### config.mk
export PLATFORM = sky130hd
export DESIGN_NAME = atw_event_regs
export DESIGN_NICKNAME = d
export VERILOG_FILES = /design/src/atw_pkg.sv /design/src/atw_event_regs.sv
export SDC_FILE = /design/constraint.sdc
export NUM_CORES = 1
export LEC_CHECK = 0
export ABC_AREA = 0
export BUFFER_PORTS_ARGS = -buffer_cell sky130_fd_sc_hd__buf_2
export CAP_MARGIN = 20
export CORE_AREA = 2 2 133 148
export CTS_CLUSTER_DIAMETER = 80
export DETAILED_ROUTE_END_ITERATION = 6
export DIE_AREA = 0 0 135 150
export HOLD_SLACK_MARGIN = 0.03
export PLACE_DENSITY = 0.59
export SLEW_MARGIN = 10
export SYNTH_ARGS = -nofsm -noshare
export SYNTH_HDL_FRONTEND = slang
export SYNTH_SLANG_ARGS = --single-unit
### constraint.sdc
create_clock -name pclk -period 2.28 [get_ports pclk]
set_input_delay 0.57 -clock pclk [delete_from_list [all_inputs] [get_ports pclk]]
set_output_delay 0.57 -clock pclk [all_outputs]
set_load 0.1 [all_outputs]
### src/atw_pkg.sv
// Purpose: Shared constants and types for the timer event, mask and wake block
// Assumes: 32-bit APB data, one word per register
// Notes:   Offsets are byte addresses
`default_nettype none

package atw_pkg;

  // Register offsets
  localparam logic [7:0] OFF_STATUS     = 8'h08;
  localparam logic [7:0] OFF_STAT_CLEAR = 8'h0C;
  localparam logic [7:0] OFF_IRQ_ENABLE = 8'h10;
  localparam logic [7:0] OFF_IRQ_DIS    = 8'h14;
  localparam logic [7:0] OFF_IRQ_MASK   = 8'h18;
  localparam logic [7:0] OFF_WAKE_EN    = 8'h1C;
  localparam logic [7:0] OFF_ALARM_0    = 8'h20;
  localparam logic [7:0] OFF_ALARM_1    = 8'h24;
  localparam logic [7:0] OFF_PER_INT_0  = 8'h30;

  // Source bit positions
  localparam int BIT_CLK_DONE = 29;
  localparam int BIT_READY    = 25;
  localparam int BIT_BUSY     = 24;
  localparam int BIT_PER_1    = 17;
  localparam int BIT_PER_0    = 16;
  localparam int BIT_ALARM_0  = 8;
  localparam int BIT_WRAP     = 0;

  // Implemented bits and reset values
  localparam logic [31:0] MASK_BITS   = 32'h2203_0301;
  localparam logic [31:0] WAKE_BITS   = 32'h0003_0301;
  localparam logic [31:0] RESET_WORD  = 32'h0000_0000;
  localparam int          TAP_W       = 5;
  localparam logic [TAP_W-1:0] TAP_RESET = 5'h00;
  localparam int          NUM_ALARMS  = 2;

  // Timer core inputs seen by this block
  typedef struct packed {
    logic        busy;
    logic        clk_busy;
    logic        wrap;
    logic [31:0] counter;
    logic [31:0] prescaler;
  } atw_tmr_in_s;

endpackage : atw_pkg

`default_nettype wire

### src/atw_event_regs.sv
// Purpose: Interrupt mask, status flags, wake gating, alarms and periodic tap for a timer
// Assumes: APB slave at pclk, timer core inputs synchronous to pclk
// Notes:   One access cycle per transfer, no wait states
//
// How it works
// - Writing one to a disable-port bit clears that mask bit
// - Zero bits written to the disable port leave mask bits alone
// - Enable-port ones set mask bits; mask is read-only and resets to zero
// - Mask bit one enables its source at bits 29,25,17,16,9,8,0
// - While busy, wake, alarm, interval writes ignored and reads return zero
// - Wake-enable register gates which events drive the wakeup output; resets zero
// - Periodic wake bit set: selected prescaler bit rising asserts wakeup
// - Alarm wake bit set: counter reaching alarm value asserts wakeup
// - Overflow wake bit set: counter overflow asserts wakeup
// - Two 32-bit alarm registers; alarm fires when counter equals value
// - Interval field bits 4..0 picks prescaler bit; its rise sets periodic flag
// - Enable port is write-only; zero bits written have no effect
// - While busy, writes to status clear and event registers are discarded
// - Alarm flag set on match, cleared by writing one to status clear
`default_nettype none

module atw_event_regs (
  // Clock and reset
  input  wire logic                pclk,
  input  wire logic                presetn,
  // APB slave
  input  wire logic                psel,
  input  wire logic                penable,
  input  wire logic                pwrite,
  input  wire logic [7:0]          paddr,
  input  wire logic [31:0]         pwdata,
  output logic                     pready,
  output logic [31:0]              prdata,
  output logic                     pslverr,
  // Timer core
  input  wire atw_pkg::atw_tmr_in_s tmr,
  // Events out
  output logic                     irq,
  output logic                     wakeup
);

  // State
  logic [31:0]              irq_mask_q, irq_mask_d;
  logic [31:0]              status_q, status_d;
  logic [31:0]              wake_enable_q, wake_enable_d;
  logic [31:0]              alarm_q [atw_pkg::NUM_ALARMS];
  logic [31:0]              alarm_d [atw_pkg::NUM_ALARMS];
  logic [atw_pkg::TAP_W-1:0] tap_sel_q, tap_sel_d;
  logic                     tap_prev_q, tap_prev_d;
  logic [atw_pkg::NUM_ALARMS-1:0] match_prev_q, match_prev_d;
  logic                     busy_prev_q, busy_prev_d;
  logic                     clk_busy_prev_q, clk_busy_prev_d;
  logic                     pready_q, pready_d;
  logic                     pslverr_q, pslverr_d;
  logic [31:0]              prdata_q, prdata_d;
  logic                     irq_q, irq_d;
  logic                     wakeup_q, wakeup_d;

  // Decoded strobes and events
  logic                     setup;
  logic                     wr_done;
  logic                     mapped;
  logic [atw_pkg::NUM_ALARMS-1:0] match_now;
  logic [atw_pkg::NUM_ALARMS-1:0] alarm_hit;
  logic                     tap_now;
  logic                     per_rise;
  logic [31:0]              ev_set;

  assign setup   = psel && !penable;
  assign wr_done = psel && penable && pready_q && pwrite;

  // Equality compare per alarm, edge so a held value fires once
  genvar g;
  generate
    for (g = 0; g < atw_pkg::NUM_ALARMS; g++) begin : g_alarm
      assign match_now[g] = (tmr.counter == alarm_q[g]);
      assign alarm_hit[g] = match_now[g] && !match_prev_q[g];
    end
  endgenerate

  assign tap_now  = tmr.prescaler[tap_sel_q];
  assign per_rise = tap_now && !tap_prev_q;

  always_comb begin
    ev_set = atw_pkg::RESET_WORD;
    ev_set[atw_pkg::BIT_WRAP]     = tmr.wrap;
    ev_set[atw_pkg::BIT_PER_0]    = per_rise;
    ev_set[atw_pkg::BIT_READY]    = busy_prev_q && !tmr.busy;
    ev_set[atw_pkg::BIT_CLK_DONE] = clk_busy_prev_q && !tmr.clk_busy;
    ev_set[atw_pkg::BIT_ALARM_0 +: atw_pkg::NUM_ALARMS] = alarm_hit;
  end

  always_comb begin
    mapped = (paddr == atw_pkg::OFF_STATUS)     || (paddr == atw_pkg::OFF_STAT_CLEAR) ||
             (paddr == atw_pkg::OFF_IRQ_ENABLE) || (paddr == atw_pkg::OFF_IRQ_DIS)    ||
             (paddr == atw_pkg::OFF_IRQ_MASK)   || (paddr == atw_pkg::OFF_WAKE_EN)    ||
             (paddr == atw_pkg::OFF_ALARM_0)    || (paddr == atw_pkg::OFF_ALARM_1)    ||
             (paddr == atw_pkg::OFF_PER_INT_0);
  end

  // Next-state for registers, flags and bus answer
  always_comb begin
    irq_mask_d      = irq_mask_q;
    wake_enable_d   = wake_enable_q;
    alarm_d         = alarm_q;
    tap_sel_d       = tap_sel_q;
    tap_prev_d      = tap_now;
    match_prev_d    = match_now;
    busy_prev_d     = tmr.busy;
    clk_busy_prev_d = tmr.clk_busy;
    status_d        = status_q;
    pready_d        = setup;
    pslverr_d       = setup && !mapped;
    prdata_d        = atw_pkg::RESET_WORD;

    if (wr_done) begin
      if (paddr == atw_pkg::OFF_IRQ_ENABLE) begin
        irq_mask_d = irq_mask_q | (pwdata & atw_pkg::MASK_BITS);
      end else if (paddr == atw_pkg::OFF_IRQ_DIS) begin
        irq_mask_d = irq_mask_q & ~pwdata;
      end else if (paddr == atw_pkg::OFF_STAT_CLEAR && !tmr.busy) begin
        status_d = status_q & ~pwdata;
      end else if (paddr == atw_pkg::OFF_WAKE_EN && !tmr.busy) begin
        wake_enable_d = pwdata & atw_pkg::WAKE_BITS;
      end else if (paddr == atw_pkg::OFF_ALARM_0 && !tmr.busy) begin
        alarm_d[0] = pwdata;
      end else if (paddr == atw_pkg::OFF_ALARM_1 && !tmr.busy) begin
        alarm_d[1] = pwdata;
      end else if (paddr == atw_pkg::OFF_PER_INT_0 && !tmr.busy) begin
        tap_sel_d = pwdata[atw_pkg::TAP_W-1:0];
      end
    end

    // New events win over a clear in the same cycle
    status_d = (status_d | ev_set) & atw_pkg::MASK_BITS;

    // Read data captured in setup, held through the access cycle
    if (setup && !pwrite) begin
      if (paddr == atw_pkg::OFF_STATUS) begin
        prdata_d = status_q;
        prdata_d[atw_pkg::BIT_BUSY] = tmr.busy;
      end else if (paddr == atw_pkg::OFF_IRQ_MASK) begin
        prdata_d = irq_mask_q;
      end else if (paddr == atw_pkg::OFF_WAKE_EN && !tmr.busy) begin
        prdata_d = wake_enable_q;
      end else if (paddr == atw_pkg::OFF_ALARM_0 && !tmr.busy) begin
        prdata_d = alarm_q[0];
      end else if (paddr == atw_pkg::OFF_ALARM_1 && !tmr.busy) begin
        prdata_d = alarm_q[1];
      end else if (paddr == atw_pkg::OFF_PER_INT_0 && !tmr.busy) begin
        prdata_d = {27'h000_0000, tap_sel_q};
      end else begin
        prdata_d = atw_pkg::RESET_WORD;
      end
    end

    // Irq from current state so flag and irq stay one cycle apart; wakeup from this cycle's events, same edge as the flag
    irq_d    = |(status_q & irq_mask_q);
    wakeup_d = |(ev_set & wake_enable_q);
  end

  always_ff @(posedge pclk or negedge presetn) begin
    if (!presetn) begin
      irq_mask_q      <= atw_pkg::RESET_WORD;
      status_q        <= atw_pkg::RESET_WORD;
      wake_enable_q   <= atw_pkg::RESET_WORD;
      alarm_q[0]      <= atw_pkg::RESET_WORD;
      alarm_q[1]      <= atw_pkg::RESET_WORD;
      tap_sel_q       <= atw_pkg::TAP_RESET;
      tap_prev_q      <= 1'b0;
      match_prev_q    <= '0;
      busy_prev_q     <= 1'b0;
      clk_busy_prev_q <= 1'b0;
      pready_q        <= 1'b0;
      pslverr_q       <= 1'b0;
      prdata_q        <= atw_pkg::RESET_WORD;
      irq_q           <= 1'b0;
      wakeup_q        <= 1'b0;
    end else begin
      irq_mask_q      <= irq_mask_d;
      status_q        <= status_d;
      wake_enable_q   <= wake_enable_d;
      alarm_q         <= alarm_d;
      tap_sel_q       <= tap_sel_d;
      tap_prev_q      <= tap_prev_d;
      match_prev_q    <= match_prev_d;
      busy_prev_q     <= busy_prev_d;
      clk_busy_prev_q <= clk_busy_prev_d;
      pready_q        <= pready_d;
      pslverr_q       <= pslverr_d;
      prdata_q        <= prdata_d;
      irq_q           <= irq_d;
      wakeup_q        <= wakeup_d;
    end
  end

  assign pready  = pready_q;
  assign pslverr = pslverr_q;
  assign prdata  = prdata_q;
  assign irq     = irq_q;
  assign wakeup  = wakeup_q;

  logic wr_ier, wr_idr;
  assign wr_ier = wr_done && (paddr == atw_pkg::OFF_IRQ_ENABLE);
  assign wr_idr = wr_done && (paddr == atw_pkg::OFF_IRQ_DIS);
endmodule // atw_event_regs

`default_nettype wire

==> results.txt, run 1 <==
The flow ran to the end, and the final reports show no timing, DRC or antenna violations. The maximum number of buffers from clock root to sink is 2. Counting every net in the synthesized netlist gives 721. Summed over its instances, the top area cell type makes up 51.95% of the synthesized netlist area. The number of search-and-repair iterations in the first detailed-routing pass came out at 6. The sort of element at the end of the critical path is a flop.

The post-route setup TNS is 0 ns. The power density normalized to cell area came out at 640.5 mW/mm^2. The max-capacitance violation count came out at 0. The highest fanout seen on the critical path came out at 3. The global-route total usage across every layer came out at 21.39%.

Setup repair after global routing left no endpoint under its margin. The worst slack after detailed placement came out at -0.01779 ns. The instance count of the mapped netlist is a little over 600. The overall power is 0.006008 W. The clock slew seen by the registers of the worst setup and hold paths came out at 0.06 ns.

The number of placed instances, taps included, is 1,022. The maximum level of the CTS H-tree came out at 4. The wire-length estimate of the detail-placed layout is 15,580 um.

The core area is 0.01883 mm^2. Once the floorplan was initialized, standard cells occupied 39.39% of the core. The share of the cycle needed by the critical path after routing is 88.27%. The sink count of the clock tree is 154. The critical path starts at alarm_q[2]. The DRC violation count after routing came out at 0. The number of buffers inserted by port buffering came out at 147.

The first-iteration detailed-routing DRC count is 399. The number of flip-flops and latches in the synthesized netlist is 154. The mean area per synthesized cell came out at 12.18 um^2. TritonCTS built the clock tree.

The adder-cell share of the synthesized area is 0%. The hold violation total from the final report came out at 0. The synthesized netlist devotes 7.556% of its cell area to XOR and XNOR gates. Dividing the detail-routed via count by the number of cells gives approximately 5.3.

The routed length per instance is 20.04 um. The tree is rooted in a sky130_fd_sc_hd__clkbuf_16. The footprint of the multi-input gates is 0.003339 mm^2. The overflow left after global routing is 0.

The synthesized netlist contains 57 unique library cells. The post-synthesis instance area is roughly 0.0074 mm^2. In this run the critical register-to-register path is launched from alarm_q[2]. The share of synthesized cell area in and, or, nand and nor gates is ~10%. The width of the die came out at approximately 140 um. The total of fill cells in the finished design came out at 1,752.

The synthesized-area fraction occupied by ao, oa, aoi and oai cells came out at 13.63%. The routed layout has between 5k and 6k vias. For this run, asynchronously set or reset flops after synthesis account for 100.0%.

The first-pass GRT wire length is 32,600 um. The clock latency of the later-clocked register in the worst-skew pair is 0.43 ns. The post-route worst setup slack came out at 0.2675 ns. The die area is 0.02025 mm^2. The worst clock skew is 0.006319 ns. The number of warnings reported in the yosys synthesis log is 0.

The number of antenna violations at the first check in global routing came out at 2. The height of the die is 150 um. The via count of the first global-routing pass came out at approximately 6.0k. The maximum VDD drop came out at roughly 0.55 mV. The kind of launch point of the worst setup path is a flop. The detailed-route wire length came out at 21,150 um.

After synthesis, the largest family of logic cells by area is multiplexers. The static power due to leakage came out at 4.547 nW. The number of enable-type register cells in the synthesized netlist is 0. The startpoint-to-endpoint class of the critical path is reg2reg.

Traced cell by cell, the critical path runs through xor2_1, nor4_1, buf_4, nand4_1, nor2_1, a32o_1, a221o_1. The number of hold-repair buffers added at the cts stage is 0. Counting both buffers and inverters, the worst setup path holds a total of 1. The final cell count without fillers came out at 1,055. Setup violations remaining at the end of the flow were counted as 0. The fraction of the yosys area taken by sequential cells came out at about half.

The number of buffers added by the clock tree synthesis step came out at 17. In this run the remaining antenna-violating nets after routing total 0. The achievable frequency is about 0.50 GHz. The cell taking the most area after synthesis is sky130_fd_sc_hd__dfrtp_1. For this run, the leading register cell type out of synthesis is sky130_fd_sc_hd__dfrtp_1. The delay contributed by the slowest stage of the critical path came out at approximately 0.46 ns.

The layout overhead on the synthesized area is 26.45%. The max-slew violation total from the final report was 0. The quantity of gates resized following cts is 0. The class of the tightest hold or removal check is in2async. The required time of the critical path is roughly 2.6 ns. The library cells used most frequently in the layout, excluding fill and tap cells, are sky130_fd_sc_hd__dfrtp_1, sky130_fd_sc_hd__buf_2, sky130_fd_sc_hd__nand2_1.

The placer congestion estimate came out at 0.8402. The dominant delay contributor by cell family on the critical path is simple AND/OR/NAND/NOR gates. In the final layout, flip-flops and latches occupy 0.003855 mm^2. Measured against the total synthesized area, the mux share comes to 13.93%. STA puts the critical path data arrival time at 2.38 ns. After synthesis, the cell types taking the most area are sky130_fd_sc_hd__dfrtp_1, sky130_fd_sc_hd__mux2_2, sky130_fd_sc_hd__mux2_1, sky130_fd_sc_hd__xnor2_1, sky130_fd_sc_hd__xor2_1.

After floorplanning, the core was divided into 53 placement rows. The net count of the finished layout is 906. The share of final-layout standard cells stronger than drive strength 1 came out at a little under two fifths. After clock tree synthesis, the setup repair step added 0 buffers. The I/O pin count came out at ~150.

The tightest slew margin relative to the limit came out at 64.43%. On the critical path, the stage with the largest delay is an instance of sky130_fd_sc_hd__nor4_1. The time the worst path needs with I/O delays and setup came out at 2.013 ns. Leaving out fill and tap cells, the most frequent cell in the layout is sky130_fd_sc_hd__dfrtp_1. The maximum number of pins on one net before global-route repair is 53. The slew at the pin closest to its max-slew limit came out at 0.5336 ns.
## cell usage after synthesis, types with 5 or more instances
cell                         n
sky130_fd_sc_hd__a21boi_0   14
sky130_fd_sc_hd__a21boi_1   12
sky130_fd_sc_hd__a21o_1      7
sky130_fd_sc_hd__a21oi_1     8
sky130_fd_sc_hd__a21oi_2    18
sky130_fd_sc_hd__a221o_1     5
sky130_fd_sc_hd__a222oi_1    7
sky130_fd_sc_hd__a22oi_1    28
sky130_fd_sc_hd__buf_2      15
sky130_fd_sc_hd__dfrtp_1   154
sky130_fd_sc_hd__inv_1       8
sky130_fd_sc_hd__mux2_1     31
sky130_fd_sc_hd__mux2_2     43
sky130_fd_sc_hd__mux2i_1    20
sky130_fd_sc_hd__nand2_1    48
sky130_fd_sc_hd__nand3_1     6
sky130_fd_sc_hd__nand4_1    12
sky130_fd_sc_hd__nor2_1     16
sky130_fd_sc_hd__nor2_2      7
sky130_fd_sc_hd__nor2b_1     6
sky130_fd_sc_hd__nor3_1      5
sky130_fd_sc_hd__nor4_1     11
sky130_fd_sc_hd__o21ai_0     7
sky130_fd_sc_hd__xnor2_1    32
sky130_fd_sc_hd__xor2_1     32
## per-layer routing
metal	routed length, um	track usage (%)	vias up
met5	0	0	-
met4	502	8.073	0
met3	1054	4.336	36
met2	10230	35.56	179
met1	9362	27.63	2834
li1	-	-	2584
## final cells by class
type	count	area share (%)
Inverter	8	0.3201
Timing Repair Buffer	194	13.27
Antenna cell	2	0.05335
Clock inverter	9	1.200
Clock buffer	22	5.162
Multi-Input combinational cell	419	35.60
Tap cell	247	3.295
Sequential cell	154	41.10
## through the flow
step | cell area (um^2) | utilization [%] | hold slack, ns
after floorplan | 7420 | - | 0.2744
after global routing | 9378 | 49.79 | 0.1160
after global placement | 8778 | 46.61 | 0.4873
after detailed placement | 8778 | 46.61 | 0.4862
final | 9380 | 49.81 | 0.08721
after CTS | 9375 | 49.78 | 0.1013
## report_power, final
| part | leakage (nW) | internal (W) | switching (W) | total, W |
|---|---|---|---|---|
| Combinational | 2.15 | 0.000157 | 0.000253 | 0.000411 |
| Clock | 0.293 | 0.00173 | 0.00112 | 0.00285 |
| Sequential | 2.11 | 0.00274 | 0.00000515 | 0.00275 |
## state kept, by name, indices dropped and copies added, names as in the netlist, named ones only
signal and cells:
irq_mask_q 25, match_prev_q 2, wake_enable_q 5, alarm_q 64, clk_busy_prev_q 1, pslverr 1
prdata 32, tap_prev_q 1, wakeup 1, irq 1, busy_prev_q 1, tap_sel_q 5
status_q 7, pready 1
## cells by family after synthesis
kind of cell,count (synthesis)
AOI/OAI and AO/OA,129
xor gates and xnor gates,64
buffers and inverters,36
DFF,154
muxes,94
and+or+nand+nor,132
## final timing paths
kind,endpoint,slack [ns],cells past startpoint
setup / recovery,wakeup,0.27,7
hold reg to reg,status_q[29],0.50,2
min in group pclk,clk_busy_prev_q,0.27,1
setup reg to reg,wakeup,0.27,7
hold / removal,irq_mask_q[11],0.09,1
max in group asynchronous,status_q[29],1.51,2
No activity file was read; power rests on OpenSTA's default activity.
==> inputs of run 2 (changes only) <==
Settings changed: CAP_MARGIN 20 to default, SETUP_SLACK_MARGIN from default to 0.5.
==> results.txt, run 2 (synthesis results as in run 1) <==
After floorplanning, the core was sized to cover 0.01883 mm^2. STA classifies the critical path startpoint as a flop. IR analysis of the VDD net gives a maximum drop of 0.5066 mV. Summed over all layers, the global routing overflow is 0. The sort of element at the end of the critical path is a flop. The maximum number of buffers from clock root to sink is 2. At the placement stage, the worst setup path has a slack of -0.01167 ns. The combined flip-flop and latch cell area is 0.003857 mm^2. The global-route total usage across every layer came out at 22.00%. The data arrival time of the worst path came out at 2.18 ns.

In the layout the commonest cells are sky130_fd_sc_hd__dfrtp_1, sky130_fd_sc_hd__buf_2, sky130_fd_sc_hd__mux2_2. The cell depth of the worst flop-to-flop path came out at 8. The number of antenna cells inserted came out at 0. The TritonCTS clock tree is built.

The total number of vias is roughly 5.7k. Net switching is 24.42% of the power. The die area is 0.02025 mm^2. The signal on the critical path passes through buf_12, buf_8, mux2i_2, a21oi_1, nand3_1, nand2_1, a311o_1, a221o_1. The final setup violation count came out at 0. The delay contributed by the slowest stage of the critical path came out at 0.41 ns. More flip-flops sit in one register than any other, and that register is alarm_q. The total of fill cells in the finished design came out at 1,682. The most common cell after layout, fill and taps aside is sky130_fd_sc_hd__dfrtp_1. Dividing the detail-routed wire length by the instance count gives roughly 21 um. The first-pass GRT wire length is 33,330 um. Across the routed clock network, the largest skew measured is 0.009428 ns. The placer congestion estimate came out at 0.8247.

The sink count of the clock tree is 154. The highest fanout seen on the critical path is 7. The worst pin sits at a relative slew slack of approximately two thirds. Tracing the worst setup path back leads to its startpoint at tap_sel_q[0]. The class of the tightest hold or removal check is in2async. The power share of the combinational group is 7.0%. Measured along the y axis, the die boundary spans 150 um.

Summed over all nets, the switching power comes to 0.001503 W. The DRC violation count after routing is 0. The number of vias per cell after detailed routing came out at 5.375. The width of the die came out at about 140 um. The worst register-to-register path has a setup slack of 0.42 ns. The slew at the pin closest to its max-slew limit came out at between 0.4 and 0.5 ns.

For this block, the initial DRC count from the detailed router was 449. Among cell families on the critical path, the largest total delay comes from compound AO/OA/AOI/OAI gates. The cell at the root of the clock tree is sky130_fd_sc_hd__clkbuf_16.

The layout overhead on the synthesized area came out at 30.16%. Summed over all nets, the half-perimeter wirelength after detailed placement is roughly 16,000 um. The via count of the first global-routing pass is between 5k and 6k. The startpoint-to-endpoint class of the critical path is reg2reg.

The internal power summed over all cells came out at 0.004651 W. The achievable frequency came out at roughly 0.54 GHz. The time the worst path needs with I/O delays and setup came out at 1.860 ns. The clock latency of the later-clocked register in the worst-skew pair is approximately 0.43 ns.

Per report_power, the clock group accounts for roughly 48% of the total. The hold violation total from the final report came out at 0. The register with the most flip-flops in the layout has 64 of them. The post-route worst setup slack is 0.4199 ns. The number of nets in the layout is 906. The effective utilization at floorplan is 39.39%. After floorplanning, the core was divided into 53 placement rows. Setup repair after global routing could not meet its margin everywhere.

The required time of the critical path is 2.60 ns. The number of buffers added by the clock tree synthesis step is 17. The max-slew violation total from the final report is 0.

The number of antenna violations at the first check in global routing came out at 0. The max-capacitance violation count is 0. The worst hold margin is roughly 0.036 ns. The I/O pin count is around 150. The start of the worst register-to-register path is tap_sel_q[0]. The analysis attributes to cell leakage a power of roughly 4.7 nW. The detailed-route wire length came out at approximately 22,000 um. The maximum number of pins on one net before global-route repair came out at 50. In the final layout, the multi-input gates occupy 0.003561 mm^2. Clock-pin slew was measured on the worst setup and hold paths at roughly 0.060 ns. Counting both buffers and inverters, the worst setup path holds a total of 2.

The post-detailed-route count of antenna-violating nets is 0. The number of buffers inserted by port buffering is 147. The power density normalized to cell area is 637.4 mW/mm^2. The worst register-to-register path ends at wakeup. The maximum level of the CTS H-tree came out at 4. The run finished with clean final reports. The sequential group share of total power came out at 44.6%.

The largest individual stage delay along the critical path comes from the cell sky130_fd_sc_hd__dfrtp_1. After layout, the worst path uses 81.58% of the clock period. The number of search-and-repair iterations in the first detailed-routing pass is 5. In the final layout, the share of cells above drive strength 1 is 43.87%.
[run 2: layout make-up]
cell class / instances / share of cell area, %
clock buffers: 17 / 4.406
clock inverters: 15 / 1.918
inverters: 8 / 0.3110
multi-input cells: 419 / 36.88
flip-flops and latches: 154 / 39.95
well taps: 247 / 3.201
repair buffers: 194 / 13.33
[run 2: metrics by stage]
| step | instance area, um^2 | util, % | power [W] | setup TNS, ns | std cells |
|---|---|---|---|---|---|
| after CTS | 9535 | 50.63 | 0.006192 | 0 | 1050 |
| after detailed placement | 8840 | 46.94 | 0.003220 | -0.01167 | 1014 |
| after global routing | 9656 | 51.27 | 0.006356 | 0 | 1054 |
| after floorplan | 7651 | - | 0.002947 | 0 | 609 |
| after global placement | 8840 | 46.94 | 0.003212 | 0 | 1014 |
| final | 9656 | 51.27 | 0.006154 | 0 | 1054 |
[run 2: repair_timing]
item	CTS	global route
pin swaps	8	7
hold buffers	0	0
hold endpoints to repair	0	0
gates resized for setup	18	24
endpoints found under the setup margin	11	90
buffers inserted	4	4
[run 2: power by group through the flow]
| stage | logic, W | registers (W) | clock network [W] |
|---|---|---|---|
| 2_1_floorplan | 0.000135 | 0.00281 | 0 |
| 3_3_place_gp | 0.000415 | 0.00280 | 0 |
| 3_5_place_dp | 0.000423 | 0.00280 | 0 |
| 4_1_cts | 0.000431 | 0.00275 | 0.00302 |
| 5_1_grt | 0.000470 | 0.00275 | 0.00314 |
| 6_report | 0.000433 | 0.00275 | 0.00298 |
[run 2: how the worst max path moves through the flow]
stage                            end  depth (start not counted)
after floorplan           prdata[19]                          7
after global placement     prdata[0]                          7
after detailed placement   prdata[0]                          7
after CTS                     wakeup                          8
after global routing          wakeup                          8
final                         wakeup                          8
[run 2: metal layers]
layer	vias to the layer above	routed length, um	GRT usage [%]
li1	2581	-	-
met1	2832	9459	29.27
met2	211	10430	36.22
met3	41	1293	4.167
met4	0	504	7.344
met5	-	0	0
==> inputs of run 3 (changes only) <==
Settings changed: PLACE_DENSITY 0.59 to 0.61.
Clock period 2.28 ns to 1.61 ns, I/O delays scaled along.
==> results.txt, run 3 (synthesis results as in run 1) <==
The class of the tightest hold or removal check is in2reg. The die covers 0.02025 mm^2. The worst setup path is captured at a flop.

Counting stages on the worst path, the most repeated cell is sky130_fd_sc_hd__nand2_1. The total number of vias came out at 6,429. The max-slew violation total from the final report is 0. The tree is rooted in a sky130_fd_sc_hd__clkbuf_16. The count of buffers added on input and output ports is 147. Counting I/O delays and the setup requirement, the final critical path takes 1.898 ns.

The sink count of the clock tree came out at 154. For this run, design rule violations remaining after detail routing come to 0. The max-capacitance violation count came out at 0. The H-tree was split into 4 levels. The via count of the first global-routing pass is 7,003.

The post-DP HPWL came out at 16,550 um. The share of the cycle needed by the critical path after routing is 117.9%. The number of buffers added by the clock tree synthesis step came out at 17.

Ranked by flip-flop count, first place goes to alarm_q. The checks that failed: negative setup slack. The global-route total usage across every layer came out at a little over a quarter. The required time of the critical path came out at 1.92 ns. The detailed-route wire length is 26,380 um. At the end of the flow, the number of nets in the layout was around 1.0k. The maximum number of buffers from clock root to sink came out at 2. The maximum VDD drop is 0.6549 mV. The layout overhead on the synthesized area is 67.75%. The number of flip-flops in the largest register came out at 64. In this run, the number of DRC markers left after iteration 0 of detailed routing was 487. The number of antenna violations at the first check in global routing is 2.

The total of fill cells in the finished design is 1,315. The post-route worst setup slack is -0.2879 ns. The flow ran to the end, but the final reports show violations. The hold violation total from the final report came out at 0.

The final cell count without fillers is 1,185. Setup repair after global routing could not meet its margin everywhere. Pin placement for this block handled 148 I/O pins. The width of the die came out at 135 um. Leaving out fill and tap cells, the most frequent cells in the layout are sky130_fd_sc_hd__dfrtp_1, sky130_fd_sc_hd__buf_2, sky130_fd_sc_hd__buf_4. The worst pin sits at a relative slew slack of 65.95%. Static timing analysis puts the maximum clock frequency at 0.5269 GHz. The number of core rows came out at 53. STA classifies the critical path startpoint as a flop.

The first global-routing pass estimated 39,980 um of wire. The critical path is of the reg2reg type. The post-detailed-route count of antenna-violating nets came out at 0. The master of the slowest instance on the critical path is sky130_fd_sc_hd__a311o_1. The share of final-layout standard cells stronger than drive strength 1 came out at between 60% and 70%.

In the final routed layout, each cell accounts on average for 22.26 um. The data arrival time of the worst path came out at 2.21 ns. The delay contributed by the slowest stage of the critical path came out at a little over 0.4 ns.

Setup violations remaining at the end of the flow were counted as between 100 and 150. The pre-antenna-repair detailed-routing pass consisted of 5 iterations. The placer congestion estimate came out at 0.8957.

The highest fanout seen on the critical path is 12. After clock tree synthesis, the clock-pin slew on the worst setup and hold paths is 0.06 ns. For this design the ratio of total power to cell area is 690.6 mW/mm^2. The worst clock skew is 0.008757 ns. The maximum number of pins on one net before global-route repair is 37.

The clock latency of the later-clocked register in the worst-skew pair came out at 0.44 ns. Dividing the detail-routed via count by the number of cells gives 5.425. The static power due to leakage came out at roughly 5.9 nW. The effective utilization at floorplan came out at just under 40%. Once placement completed, the tool counted placed cells totaling 1,102.

The worst hold margin is 0.08356 ns. TritonCTS built the clock tree. Traced cell by cell, the critical path runs through buf_12, buf_6, mux2i_1, nand2_1, nand3_1, nand2_1, a311o_1, a221o_1. The most common cell after layout, fill and taps aside is sky130_fd_sc_hd__dfrtp_1. The overflow left after global routing came out at 0.

The core region is 0.01883 mm^2. The height of the die is ~150 um. At the pin with the least slew margin, the transition time is 0.5108 ns.
==> run 3: what timing repair did <==
action,in CTS,in global routing
pin swaps,73,40
setup buffers,20,10
gates cloned,17,2
hold buffers,1,0
gates resized for setup,308,66
setup endpoints to repair,186,187
hold endpoints to repair,29,0
==> run 3: area by class of cell <==
| type | instances | area [um^2] | area share [%] |
|---|---|---|---|
| inverters | 8 | 30.03 | 0.2413 |
| repair buffers | 324 | 3438 | 27.63 |
| multi-input cells | 419 | 4185 | 33.63 |
| clock inverters | 9 | 88.84 | 0.7139 |
| flip-flops and latches | 154 | 3902 | 31.36 |
| clock buffers | 23 | 488.0 | 3.921 |
| well taps | 247 | 309.0 | 2.483 |
| diodes | 1 | 2.502 | 0.02011 |
==> run 3: path summary, 6_finish.rpt <==
check                                      from              end  slack (ns)  depth (start not counted)
worst max-delay path               tap_sel_q[0]           wakeup       -0.29                          8
worst min-delay path                    tmr[65]  clk_busy_prev_q        0.08                          1
worst max register to register     tap_sel_q[0]           wakeup       -0.29                          8
worst min register to register  clk_busy_prev_q     status_q[29]        0.50                          2
max in group asynchronous               presetn        prdata[1]        0.63                          3
min in group asynchronous               presetn      alarm_q[14]        0.43                          2
==> run 3: metal layers <==
| layer | part of all wire, % | vias up | track usage (%) |
|---|---|---|---|
| met5 | 0.027 | - | 0 |
| met4 | 3.2 | 2 | 8.333 |
| met3 | 6.1 | 64 | 5.285 |
| met2 | 50 | 276 | 45.36 |
| met1 | 41 | 3220 | 33.57 |
| li1 | - | 2867 | - |
==> run 3: metrics by stage <==
stage / setup TNS [ns] / util (%) / setup slack, ns / power [W] / area [um^2]
2_1_floorplan: -35.94 / - / -0.3168 / 0.004166 / 7605
3_3_place_gp: -42.54 / 50.60 / -0.4963 / 0.004585 / 9529
3_5_place_dp: -49.73 / 50.60 / -0.4715 / 0.004599 / 9529
4_1_cts: -8.862 / 63.61 / -0.3164 / 0.008565 / 11980
5_1_grt: -16.17 / 66.06 / -0.3585 / 0.008840 / 12440
6_report: -10.94 / 66.08 / -0.2879 / 0.008594 / 12440
==> run 3: power by group <==
group	leakage [nW]	internal [W]	switching (W)	total, W
sequential	2.05	0.00388	0.00000836	0.00389
clock	0.276	0.00229	0.00164	0.00393
combinational	3.56	0.000323	0.000449	0.000772
==> run 3: worst max-delay path, delay by kind of cell, from the launching register on <==
| kind | cells | cell delay, ns |
|---|---|---|
| AOI/OAI and AO/OA | 2 | 0.75 |
| buffers and inverters | 2 | 0.27 |
| DFF | 1 | 0.39 |
| muxes | 1 | 0.18 |
| and+or+nand+nor | 3 | 0.19 |
